## src/rtl/uifl_pkg.sv

```systemverilog
// shared constants and types for the interrupt id / line format block
package uifl_pkg;
    // register offsets on the parallel bus (3-bit address)
    localparam logic [2:0] UIFL_OFS_IID = 3'h2;
    localparam logic [2:0] UIFL_OFS_LFC = 3'h3;
    localparam logic [2:0] UIFL_OFS_TXD = 3'h0;
    // line format control field positions
    localparam int UIFL_LFC_DLAB = 7;
    localparam int UIFL_LFC_BRK = 6;
    localparam int UIFL_LFC_PSEL_HI = 5;
    localparam int UIFL_LFC_PSEL_LO = 4;
    localparam int UIFL_LFC_PEN = 3;
    localparam int UIFL_LFC_STOP = 2;
    localparam int UIFL_LFC_WLEN_HI = 1;
    localparam logic [7:0] UIFL_LFC_RST = 8'h00;
    // interrupt identification codes, bits 5:0
    localparam logic [5:0] UIFL_ID_LINE = 6'h06;
    localparam logic [5:0] UIFL_ID_RXDATA = 6'h04;
    localparam logic [5:0] UIFL_ID_RXTMO = 6'h0C;
    localparam logic [5:0] UIFL_ID_TXEMPTY = 6'h02;
    localparam logic [5:0] UIFL_ID_MODEM = 6'h00;
    localparam logic [5:0] UIFL_ID_XOFF = 6'h10;
    localparam logic [5:0] UIFL_ID_FLOW = 6'h20;
    localparam logic [5:0] UIFL_ID_NONE = 6'h01;
    localparam logic [1:0] UIFL_FIFO_ON = 2'h3;
    // data fifo shape
    localparam int UIFL_FIFO_W = 8;
    localparam int UIFL_FIFO_D = 16;
    // serial timing: half-bit ticks, stop counts in half bits
    localparam int UIFL_CLK_HZ = 40000000;
    localparam int UIFL_BAUD = 115200;
    localparam int UIFL_HALF_CYC = UIFL_CLK_HZ / (2 * UIFL_BAUD);
    localparam logic [3:0] UIFL_STOP_ONE = 4'h2;
    localparam logic [3:0] UIFL_STOP_ONEHALF = 4'h3;
    localparam logic [3:0] UIFL_STOP_TWO = 4'h4;
    localparam logic [3:0] UIFL_WLEN_BASE = 4'h5;
    // transmitter states
    typedef enum logic [2:0] {
        UIFL_TX_IDLE, UIFL_TX_START, UIFL_TX_DATA, UIFL_TX_PAR, UIFL_TX_STOP
    } uifl_txst_t;
endpackage : uifl_pkg

```

## src/rtl/uifl_fifo.sv

```systemverilog
// parameterised valid/ready fifo in flip-flops
`timescale 1ns/1ps
module uifl_fifo #(
    parameter int WIDTH = 8,
    parameter int DEPTH = 16
) (
    input wire logic i_sys_clk,
    input wire logic i_rst,
    input wire logic i_flush,
    input wire logic i_in_valid,
    output logic o_in_ready,
    input wire logic [WIDTH-1:0] i_in_data,
    output logic o_out_valid,
    input wire logic i_out_ready,
    output logic [WIDTH-1:0] o_out_data,
    output logic o_empty
);
    localparam int AW = $clog2(DEPTH);
    typedef struct packed {
        logic [DEPTH-1:0][WIDTH-1:0] mem;
        logic [AW-1:0] wp;
        logic [AW-1:0] rp;
        logic [AW:0] cnt;
    } uifl_fifo_st_t;
    uifl_fifo_st_t s_q, s_d;
    logic push, pop;

    // handshakes straight from the count
    assign o_in_ready = (s_q.cnt != (AW+1)'(DEPTH));
    assign o_out_valid = (s_q.cnt != '0);
    assign o_empty = (s_q.cnt == '0);
    assign o_out_data = s_q.mem[s_q.rp];
    assign push = i_in_valid && o_in_ready;
    assign pop = o_out_valid && i_out_ready;

    // pointer wrap assumes power-of-two depth
    always_comb begin
        s_d = s_q;
        if (push) begin
            s_d.mem[s_q.wp] = i_in_data;
            s_d.wp = s_q.wp + 1'b1;
        end
        if (pop) begin
            s_d.rp = s_q.rp + 1'b1;
        end
        s_d.cnt = s_q.cnt + (AW+1)'(push) - (AW+1)'(pop);
        if (i_flush) begin
            s_d.wp = '0;
            s_d.rp = '0;
            s_d.cnt = '0;
        end
    end

    always_ff @(posedge i_sys_clk) begin
        if (i_rst) begin
            s_q <= '0;
        end else begin
            s_q <= s_d;
        end
    end
endmodule : uifl_fifo

```

## src/rtl/uifl_top.sv

```systemverilog
// interrupt identification, line format control and framed transmitter
`timescale 1ns/1ps
module uifl_top
    import uifl_pkg::*;
#(
    parameter int HALF_CYC = uifl_pkg::UIFL_HALF_CYC
) (
    input wire logic i_sys_clk,
    input wire logic i_rst,
    // parallel host bus
    input wire logic [2:0] i_addr,
    input wire logic i_rd,
    input wire logic i_wr,
    input wire logic [7:0] i_wdata,
    output logic [7:0] o_rdata,
    output logic o_wr_ready,
    // interrupt sources, xon clear and mode enables from the rest of the uart
    input wire logic i_line_status_err,
    input wire logic i_rx_data_avail,
    input wire logic i_rx_timeout,
    input wire logic i_modem_change,
    input wire logic i_xoff_detect,
    input wire logic i_xon_detect,
    input wire logic i_special_char,
    input wire logic i_flow_change,
    input wire logic i_fifo_enable,
    input wire logic i_enh_enable,
    // format settings used by the receiver
    output logic o_divisor_access,
    output logic [3:0] o_word_bits,
    output logic o_parity_en,
    output logic [1:0] o_parity_sel,
    output logic o_stop_long,
    // serial side
    output logic o_tx,
    output logic o_irq
);
    typedef struct packed {
        logic [7:0] lfc;
        logic [7:0] rdata;
        logic txe_pend;
        logic xoff_q;
        logic flow_q;
        uifl_txst_t st;
        logic [15:0] tick;
        logic half;
        logic [7:0] shreg;
        logic [3:0] bitn;
        logic par;
        logic [3:0] stopn;
        logic tx;
    } uifl_st_t;
    uifl_st_t s_q, s_d;

    logic rd_iid, wr_lfc, wr_txd;
    logic [5:0] id_code;
    logic pend;
    logic f_valid, f_ready, f_empty, f_in_ready;
    logic [7:0] f_data;
    logic tick_en;

    // word length code to bit count
    function automatic logic [3:0] wlen(input logic [1:0] code);
        wlen = UIFL_WLEN_BASE + {2'b00, code};
    endfunction : wlen

    // parity bit for the selected mode
    function automatic logic par_of(input logic [7:0] d,
                                    input logic [1:0] sel,
                                    input logic [3:0] nb);
        logic [7:0] m;
        logic x;
        m = d & ((8'h01 << nb) - 8'h01);
        x = ^m;
        unique case (sel)
            2'b00: par_of = ~x;
            2'b01: par_of = x;
            2'b10: par_of = 1'b1;
            2'b11: par_of = 1'b0;
        endcase
    endfunction : par_of

    // host decode; reads of the id register work in any access mode
    assign rd_iid = i_rd && (i_addr == UIFL_OFS_IID);
    assign wr_lfc = i_wr && (i_addr == UIFL_OFS_LFC);
    // data writes go to the divisor while bit 7 is set, so not queued
    assign wr_txd = i_wr && (i_addr == UIFL_OFS_TXD)
                    && !s_q.lfc[UIFL_LFC_DLAB];
    assign o_wr_ready = f_in_ready;

    // the holding fifo in front of the transmitter
    uifl_fifo #(
        .WIDTH(UIFL_FIFO_W),
        .DEPTH(UIFL_FIFO_D)
    ) u_fifo (
        .i_sys_clk(i_sys_clk),
        .i_rst(i_rst),
        .i_flush(1'b0),
        .i_in_valid(wr_txd),
        .o_in_ready(f_in_ready),
        .i_in_data(i_wdata),
        .o_out_valid(f_valid),
        .i_out_ready(f_ready),
        .o_out_data(f_data),
        .o_empty(f_empty)
    );
    // transmitter only pulls a word while idle and not in break
    assign f_ready = (s_q.st == UIFL_TX_IDLE) && !s_q.lfc[UIFL_LFC_BRK];

    // priority encoder: first true source wins, others stay hidden
    always_comb begin
        pend = 1'b1;
        if (i_line_status_err) begin
            id_code = UIFL_ID_LINE;
        end else if (i_rx_timeout) begin
            id_code = UIFL_ID_RXTMO;
        end else if (i_rx_data_avail) begin
            id_code = UIFL_ID_RXDATA;
        end else if (s_q.txe_pend) begin
            id_code = UIFL_ID_TXEMPTY;
        end else if (i_modem_change) begin
            id_code = UIFL_ID_MODEM;
        end else if (i_enh_enable && s_q.xoff_q) begin
            id_code = UIFL_ID_XOFF;
        end else if (i_enh_enable && s_q.flow_q) begin
            id_code = UIFL_ID_FLOW;
        end else begin
            id_code = UIFL_ID_NONE;
            pend = 1'b0;
        end
    end

    // half-bit tick divider enable
    assign tick_en = (s_q.tick == 16'(HALF_CYC - 1));

    // next-state logic for registers, flags and transmitter
    always_comb begin
        s_d = s_q;
        if (wr_lfc) begin
            s_d.lfc = i_wdata;
        end
        if (rd_iid) begin
            s_d.rdata = {(i_fifo_enable ? UIFL_FIFO_ON : 2'b00),
                         id_code};
        end else if (i_rd && i_addr == UIFL_OFS_LFC) begin
            s_d.rdata = s_q.lfc;
        end else if (i_rd) begin
            s_d.rdata = 8'h00;
        end
        // tx-empty clears on id read showing it, or new data; set wins
        if ((rd_iid && id_code == UIFL_ID_TXEMPTY) || wr_txd) begin
            s_d.txe_pend = 1'b0;
        end
        if (f_empty && s_q.st == UIFL_TX_IDLE && !s_q.txe_pend && !wr_txd
            && s_q.tx) begin
            s_d.txe_pend = 1'b0;
        end
        // sticky xoff flag held until xon; set wins over clear
        if (i_xon_detect) begin
            s_d.xoff_q = 1'b0;
        end
        if (i_xoff_detect || i_special_char) begin
            s_d.xoff_q = 1'b1;
        end
        // flow flag cleared when read out
        if (rd_iid && id_code == UIFL_ID_FLOW) begin
            s_d.flow_q = 1'b0;
        end
        if (i_flow_change) begin
            s_d.flow_q = 1'b1;
        end
        s_d.tick = tick_en ? 16'h0000 : s_q.tick + 16'h0001;
        if (tick_en) begin
            s_d.half = ~s_q.half;
        end
        unique case (s_q.st)
            UIFL_TX_IDLE: begin
                s_d.tx = 1'b1;
                s_d.half = 1'b0;
                if (f_valid && f_ready) begin
                    s_d.shreg = f_data;
                    s_d.par = par_of(f_data, s_q.lfc[UIFL_LFC_PSEL_HI:
                                     UIFL_LFC_PSEL_LO], wlen(
                                     s_q.lfc[UIFL_LFC_WLEN_HI:0]));
                    s_d.bitn = wlen(s_q.lfc[UIFL_LFC_WLEN_HI:0]);
                    s_d.st = UIFL_TX_START;
                    s_d.tx = 1'b0;
                    s_d.tick = 16'h0000;
                end
            end
            UIFL_TX_START: begin
                if (tick_en && s_q.half) begin
                    s_d.st = UIFL_TX_DATA;
                    s_d.tx = s_q.shreg[0];
                end
            end
            UIFL_TX_DATA: begin
                if (tick_en && s_q.half) begin
                    s_d.shreg = {1'b0, s_q.shreg[7:1]};
                    s_d.bitn = s_q.bitn - 4'h1;
                    s_d.tx = s_q.shreg[1];
                    if (s_q.bitn == 4'h1) begin
                        if (s_q.lfc[UIFL_LFC_PEN]) begin
                            s_d.st = UIFL_TX_PAR;
                            s_d.tx = s_q.par;
                        end else begin
                            s_d.st = UIFL_TX_STOP;
                            s_d.tx = 1'b1;
                        end
                        s_d.stopn = !s_q.lfc[UIFL_LFC_STOP] ? UIFL_STOP_ONE
                            : (s_q.lfc[UIFL_LFC_WLEN_HI:0] == 2'b00)
                            ? UIFL_STOP_ONEHALF : UIFL_STOP_TWO;
                    end
                end
            end
            UIFL_TX_PAR: begin
                if (tick_en && s_q.half) begin
                    s_d.st = UIFL_TX_STOP;
                    s_d.tx = 1'b1;
                end
            end
            UIFL_TX_STOP: begin
                // stop counted in half bits so 1.5 fits
                if (tick_en) begin
                    s_d.stopn = s_q.stopn - 4'h1;
                    if (s_q.stopn == 4'h1) begin
                        s_d.st = UIFL_TX_IDLE;
                        if (!f_valid) begin
                            s_d.txe_pend = 1'b1;
                        end
                    end
                end
            end
        endcase
    end

    always_ff @(posedge i_sys_clk) begin
        if (i_rst) begin
            s_q <= '0;
            s_q.lfc <= UIFL_LFC_RST;
            s_q.rdata <= {2'b00, UIFL_ID_NONE};
            s_q.tx <= 1'b1;
        end else begin
            s_q <= s_d;
        end
    end

    // outputs; break overrides the line
    assign o_tx = s_q.tx && !s_q.lfc[UIFL_LFC_BRK];
    assign o_irq = pend;
    assign o_rdata = s_q.rdata;
    assign o_divisor_access = s_q.lfc[UIFL_LFC_DLAB];
    assign o_word_bits = wlen(s_q.lfc[UIFL_LFC_WLEN_HI:0]);
    assign o_parity_en = s_q.lfc[UIFL_LFC_PEN];
    assign o_parity_sel = s_q.lfc[UIFL_LFC_PSEL_HI:UIFL_LFC_PSEL_LO];
    assign o_stop_long = s_q.lfc[UIFL_LFC_STOP];
endmodule : uifl_top

```

## config.mk

```make
export PLATFORM = sky130hd
export DESIGN_NAME = uifl_top
export DESIGN_NICKNAME = d
export VERILOG_FILES = /design/src/rtl/uifl_pkg.sv /design/src/rtl/uifl_fifo.sv /design/src/rtl/uifl_top.sv
export SDC_FILE = /design/constraint.sdc
export NUM_CORES = 1
export LEC_CHECK = 0
export CAP_MARGIN = 20
export CORE_UTILIZATION = 35
export CTS_BUF_LIST = sky130_fd_sc_hd__clkbuf_2 sky130_fd_sc_hd__clkbuf_4 sky130_fd_sc_hd__clkbuf_8
export CTS_CLUSTER_DIAMETER = 30
export CTS_CLUSTER_SIZE = 8
export DETAILED_ROUTE_END_ITERATION = 16
export DONT_BUFFER_PORTS = 1
export PLACE_DENSITY = 0.55
export SLEW_MARGIN = 20
export SYNTH_ARGS = -nofsm -noshare
export SYNTH_HDL_FRONTEND = slang
export SYNTH_SLANG_ARGS = --single-unit
```

## constraint.sdc

```tcl
create_clock -name i_sys_clk -period 3.4 [get_ports i_sys_clk]
set_clock_uncertainty 0.1 [all_clocks]
set_input_delay 0.34 -clock i_sys_clk [delete_from_list [all_inputs] [get_ports i_sys_clk]]
set_output_delay 0.34 -clock i_sys_clk [all_outputs]
set_load 0.05 [all_outputs]
```

==> impl_summary.md <==
Logic synthesis
For this run, the register share of the synthesized area comes to 0.4289. The flop and latch count out of synthesis is 198. The average size of a mapped cell is 9.697 um^2. For this run, the number of Yosys warnings is 0.

Counting every instance in the synthesized netlist gives between 900 and 1000. Of all cell types, the one taking the most synthesized area is dfxtp_1. The top-area cell type share of the netlist area is 0.4289. Synthesis instantiated 55 different standard cells from the library. The main flop type after synthesis is dfxtp_1. The net count after synthesis is 1001. The number of synthesized flops with an enable pin is 0. The share of flip-flops with an asynchronous set or reset is 0. In the post-synthesis netlist, the biggest area contributors are dfxtp_1 43%, mux2i_1 16%, nor2_1 8.1%. In this run the cell area of the synthesized design comes to 9241 um^2.

GRT
The global router's overall resource usage is 0.1722. The via count of the first global-routing pass came to around 6400. The total congestion overflow after global routing is 0. The pin count of the biggest net entering global routing is 171. The first global-routing pass estimated ~36 mm of wire. The number of antenna violations at the first check in global routing is 5.

CTS
The TritonCTS clock tree is yes. The cell at the root of the clock tree is clkbuf_8. The deepest level of the CTS H-tree is 4. In this run the post-CTS setup repair buffer count came out at 0. The clock passes through at most 2 buffers. For this design, the sink count on the clock tree is 198. The number of clock buffers added by TritonCTS is 17. At the later pin of the worst-skew pair, clock insertion delay measures 0.47 ns.

The clock slew at the register clock pins of the worst setup and hold paths is around 0.11 ns.

Critical path
The setup path with the least slack is of type flop to flop. STA puts the critical path data arrival time at 3.52 ns. The worst path required time is 3.72 ns. The launching element type of the critical path is a flop. STA classifies the critical path endpoint as a flop. The maximum fanout along the worst path is 8.

Place
During placement, the flow inserted port buffers numbering 0. At the end of routability-driven placement, the weighted congestion stood at approximately 0.83. Timing analysis after detailed placement gives a worst setup slack of 0.4441 ns. Summed over all nets, the half-perimeter wirelength after detailed placement is 15.16 mm.

STA
The final hold violation count is 0. In the final timing run, aggregate negative setup slack is 0 ns. The post-layout minimum cycle time is 3.203 ns. The max-slew violation total from the final report is 0.

The slew at the pin closest to its max-slew limit is 0.9435 ns. Setup violations remaining at the end of the flow were counted as 0. Timing would allow up to 312.2 MHz. The ratio of final minimum period to clock period is 0.9420.

Setup repair after global routing left no endpoint under its margin. Across all setup checks in the final design, the least slack found is between 0.15 and 0.2 ns. In this run the tightest slew margin relative to its limit is 0.3697.

Drt
The detailed-route DRC error count is 0. The routed wire length is 22.59 mm. For this run, the detailed router's first-pass iteration total came to 5. The detailed-route vias per instance is 5.102. The detailed-route via count is 6638. The average wire per standard cell is 17.36 um.

The detail route stage leaves a number of antenna-violating nets equal to 0. The iteration-0 DRC count of the detailed router is approximately 460.

Floorplanning
The area enclosed by the die boundary is 27060 um^2. The standard cell core area is 25980 um^2. The effective utilization at floorplan is 0.3556.

The horizontal die dimension is around 160 um. During I/O placement, the number of pins put on the boundary was between 40 and 50. The vertical die dimension is 164.5 um.

After floorplanning, the core was divided into 59 placement rows.

Pwr
The static power due to leakage is 3.834 nW. The worst-case IR drop observed on VDD is 0.0003406 V. The power density over the cells is roughly 540 nW/um^2. The overall power is 5.504 mW.

Cells and area
Of the cells placed in the final design, the portion with a size suffix greater than 1 is 0.08402. The relative area change from synthesis to final layout is 10.11%. For this run, the post-layout net count is 1000.

Status
The flow ran to the end, and the final reports show no timing, DRC or antenna violations.

Run
Max-cap violations in this run came to 0.

Hold path
The min-delay analysis places its worst path in the category input port to flop.
==> critical path, cell delays in order (launching register included) <==
cell and delay (ns):
dfxtp_1 0.36, inv_1 0.06, ha_1 0.19, nor4b_1 0.16
or4_1 0.49, buf_4 0.20, a211o_1 0.29, a22o_1 0.25
or3_1 0.37, a21oi_1 0.14, dlygate4sd3_1 0.55
==> routing by layer <==
metal	global-route usage	vias up	share of wire
met5	0	-	0.0018
met4	0.04796	6	0.014
met3	0.03817	31	0.044
met2	0.2583	111	0.43
met1	0.2465	3197	0.51
li1	-	3293	-
==> placed cells by master, fill, tap and decap left out, types with 15 or more instances in the layout <==
cell type      Yosys  layout
a21oi_1           34      34
buf_4             15      26
clkbuf_8           0      17
dfxtp_1          198     197
dlygate4sd3_1      0      21
ha_1              22      22
inv_1             31      31
mux2i_1          145     145
mux4_2            17      17
nand2_1           52      52
nand3_1           18      18
nor2_1           200     200
o21ai_0           18      18
xor2_1            15      15
==> power breakdown <==
part	internal [mW]	switching (mW)	total, mW	leakage [nW]
logic	0.539	0.775	1.31	2.02
clock network	0.759	0.869	1.63	0.211
registers	2.42	0.146	2.56	1.60
==> repair_timing <==
item,in CTS,in global routing
hold endpoints to repair,181,0
endpoints found under the setup margin,0,1
resized for setup,0,1
hold buffers,22,0
==> cells by family (layout without fill, tap and decap cells) <==
| kind of cell | after synthesis | count (layout) | synth area share |
|---|---|---|---|
| simple gates | 330 | 330 | 0.1539 |
| fa+ha+maj | 23 | 23 | 0.03195 |
| other cells | 0 | 2 | 0 |
| buf+inv | 100 | 111 | 0.05199 |
| compound gates | 98 | 98 | 0.06946 |
| xor+xnor | 29 | 29 | 0.02830 |
| flops | 198 | 198 | 0.4289 |
| mux | 175 | 175 | 0.2354 |
==> per-stage QoR <==
stage | std cells | cell area, um^2 | utilization | hold WS (ns)
final | 1301 | 10180 | 0.3916 | 0.02706
after global routing | 1299 | 10170 | 0.3914 | 0.02917
after CTS | 1299 | 10170 | 0.3912 | 0.02048
after detailed placement | 1246 | 9513 | 0.3661 | 0.3282
after global placement | 1246 | 9513 | 0.3661 | 0.3261
after floorplan | 953 | 9241 | - | 0.3300
==> cells in the mapped netlist (3+ instances only) <==
master and instances:
o21ai_0 18, buf_4 15, nand3_1 18, nor2_1 200, and3_1 11, a221oi_1 9
mux4_1 13, a21oi_1 34, or3_1 5, and2_1 5, dfxtp_1 198, nand4_1 7
xor2_1 15, mux2i_1 145, clkbuf_1 38, mux4_2 17, xnor2_1 13, buf_6 4
a22oi_1 14, inv_1 31, buf_1 9, o22ai_1 3, nor3b_1 4, nand2_1 52
ha_1 22, nor2b_1 5, a222oi_1 5, nor3_1 7, nand2b_1 5
==> final cells by class <==
class | instances | area, um^2
antenna | 2 | 5.005
sequential | 198 | 3965
clock buffer | 19 | 249.0
fill | 2615 | 15810
tap | 335 | 419.2
inverter | 31 | 116.4
clock inverter | 12 | 166.4
multi-input combinational | 655 | 4802
timing repair buffer | 49 | 452.9
==> path summary, 6_finish.rpt <==
kind | depth (start not counted) | slack, ns | endpoint | from
worst min-delay path | 2 | 0.03 | o_rdata[3]$_SDFFE_PP0P_ | i_rx_timeout
worst max register to register | 10 | 0.20 | s_q[36]$_SDFFE_PP0P_ | u_fifo.s_q[3]$_SDFF_PP0_
worst max-delay path | 10 | 0.20 | s_q[36]$_SDFFE_PP0P_ | u_fifo.s_q[3]$_SDFF_PP0_
worst min register to register | 1 | 0.38 | s_q[19]$_SDFF_PP0_ | s_q[19]$_SDFF_PP0_
==> sequential cells by signal, indices dropped and copies added, names as in the netlist <==
register	cells
u_fifo.s_q	141
s_q	44
o_rdata	8
o_parity_sel	2
o_divisor_access	1
o_parity_en	1
o_stop_long	1
No activity file was read; power rests on OpenSTA's default activity.
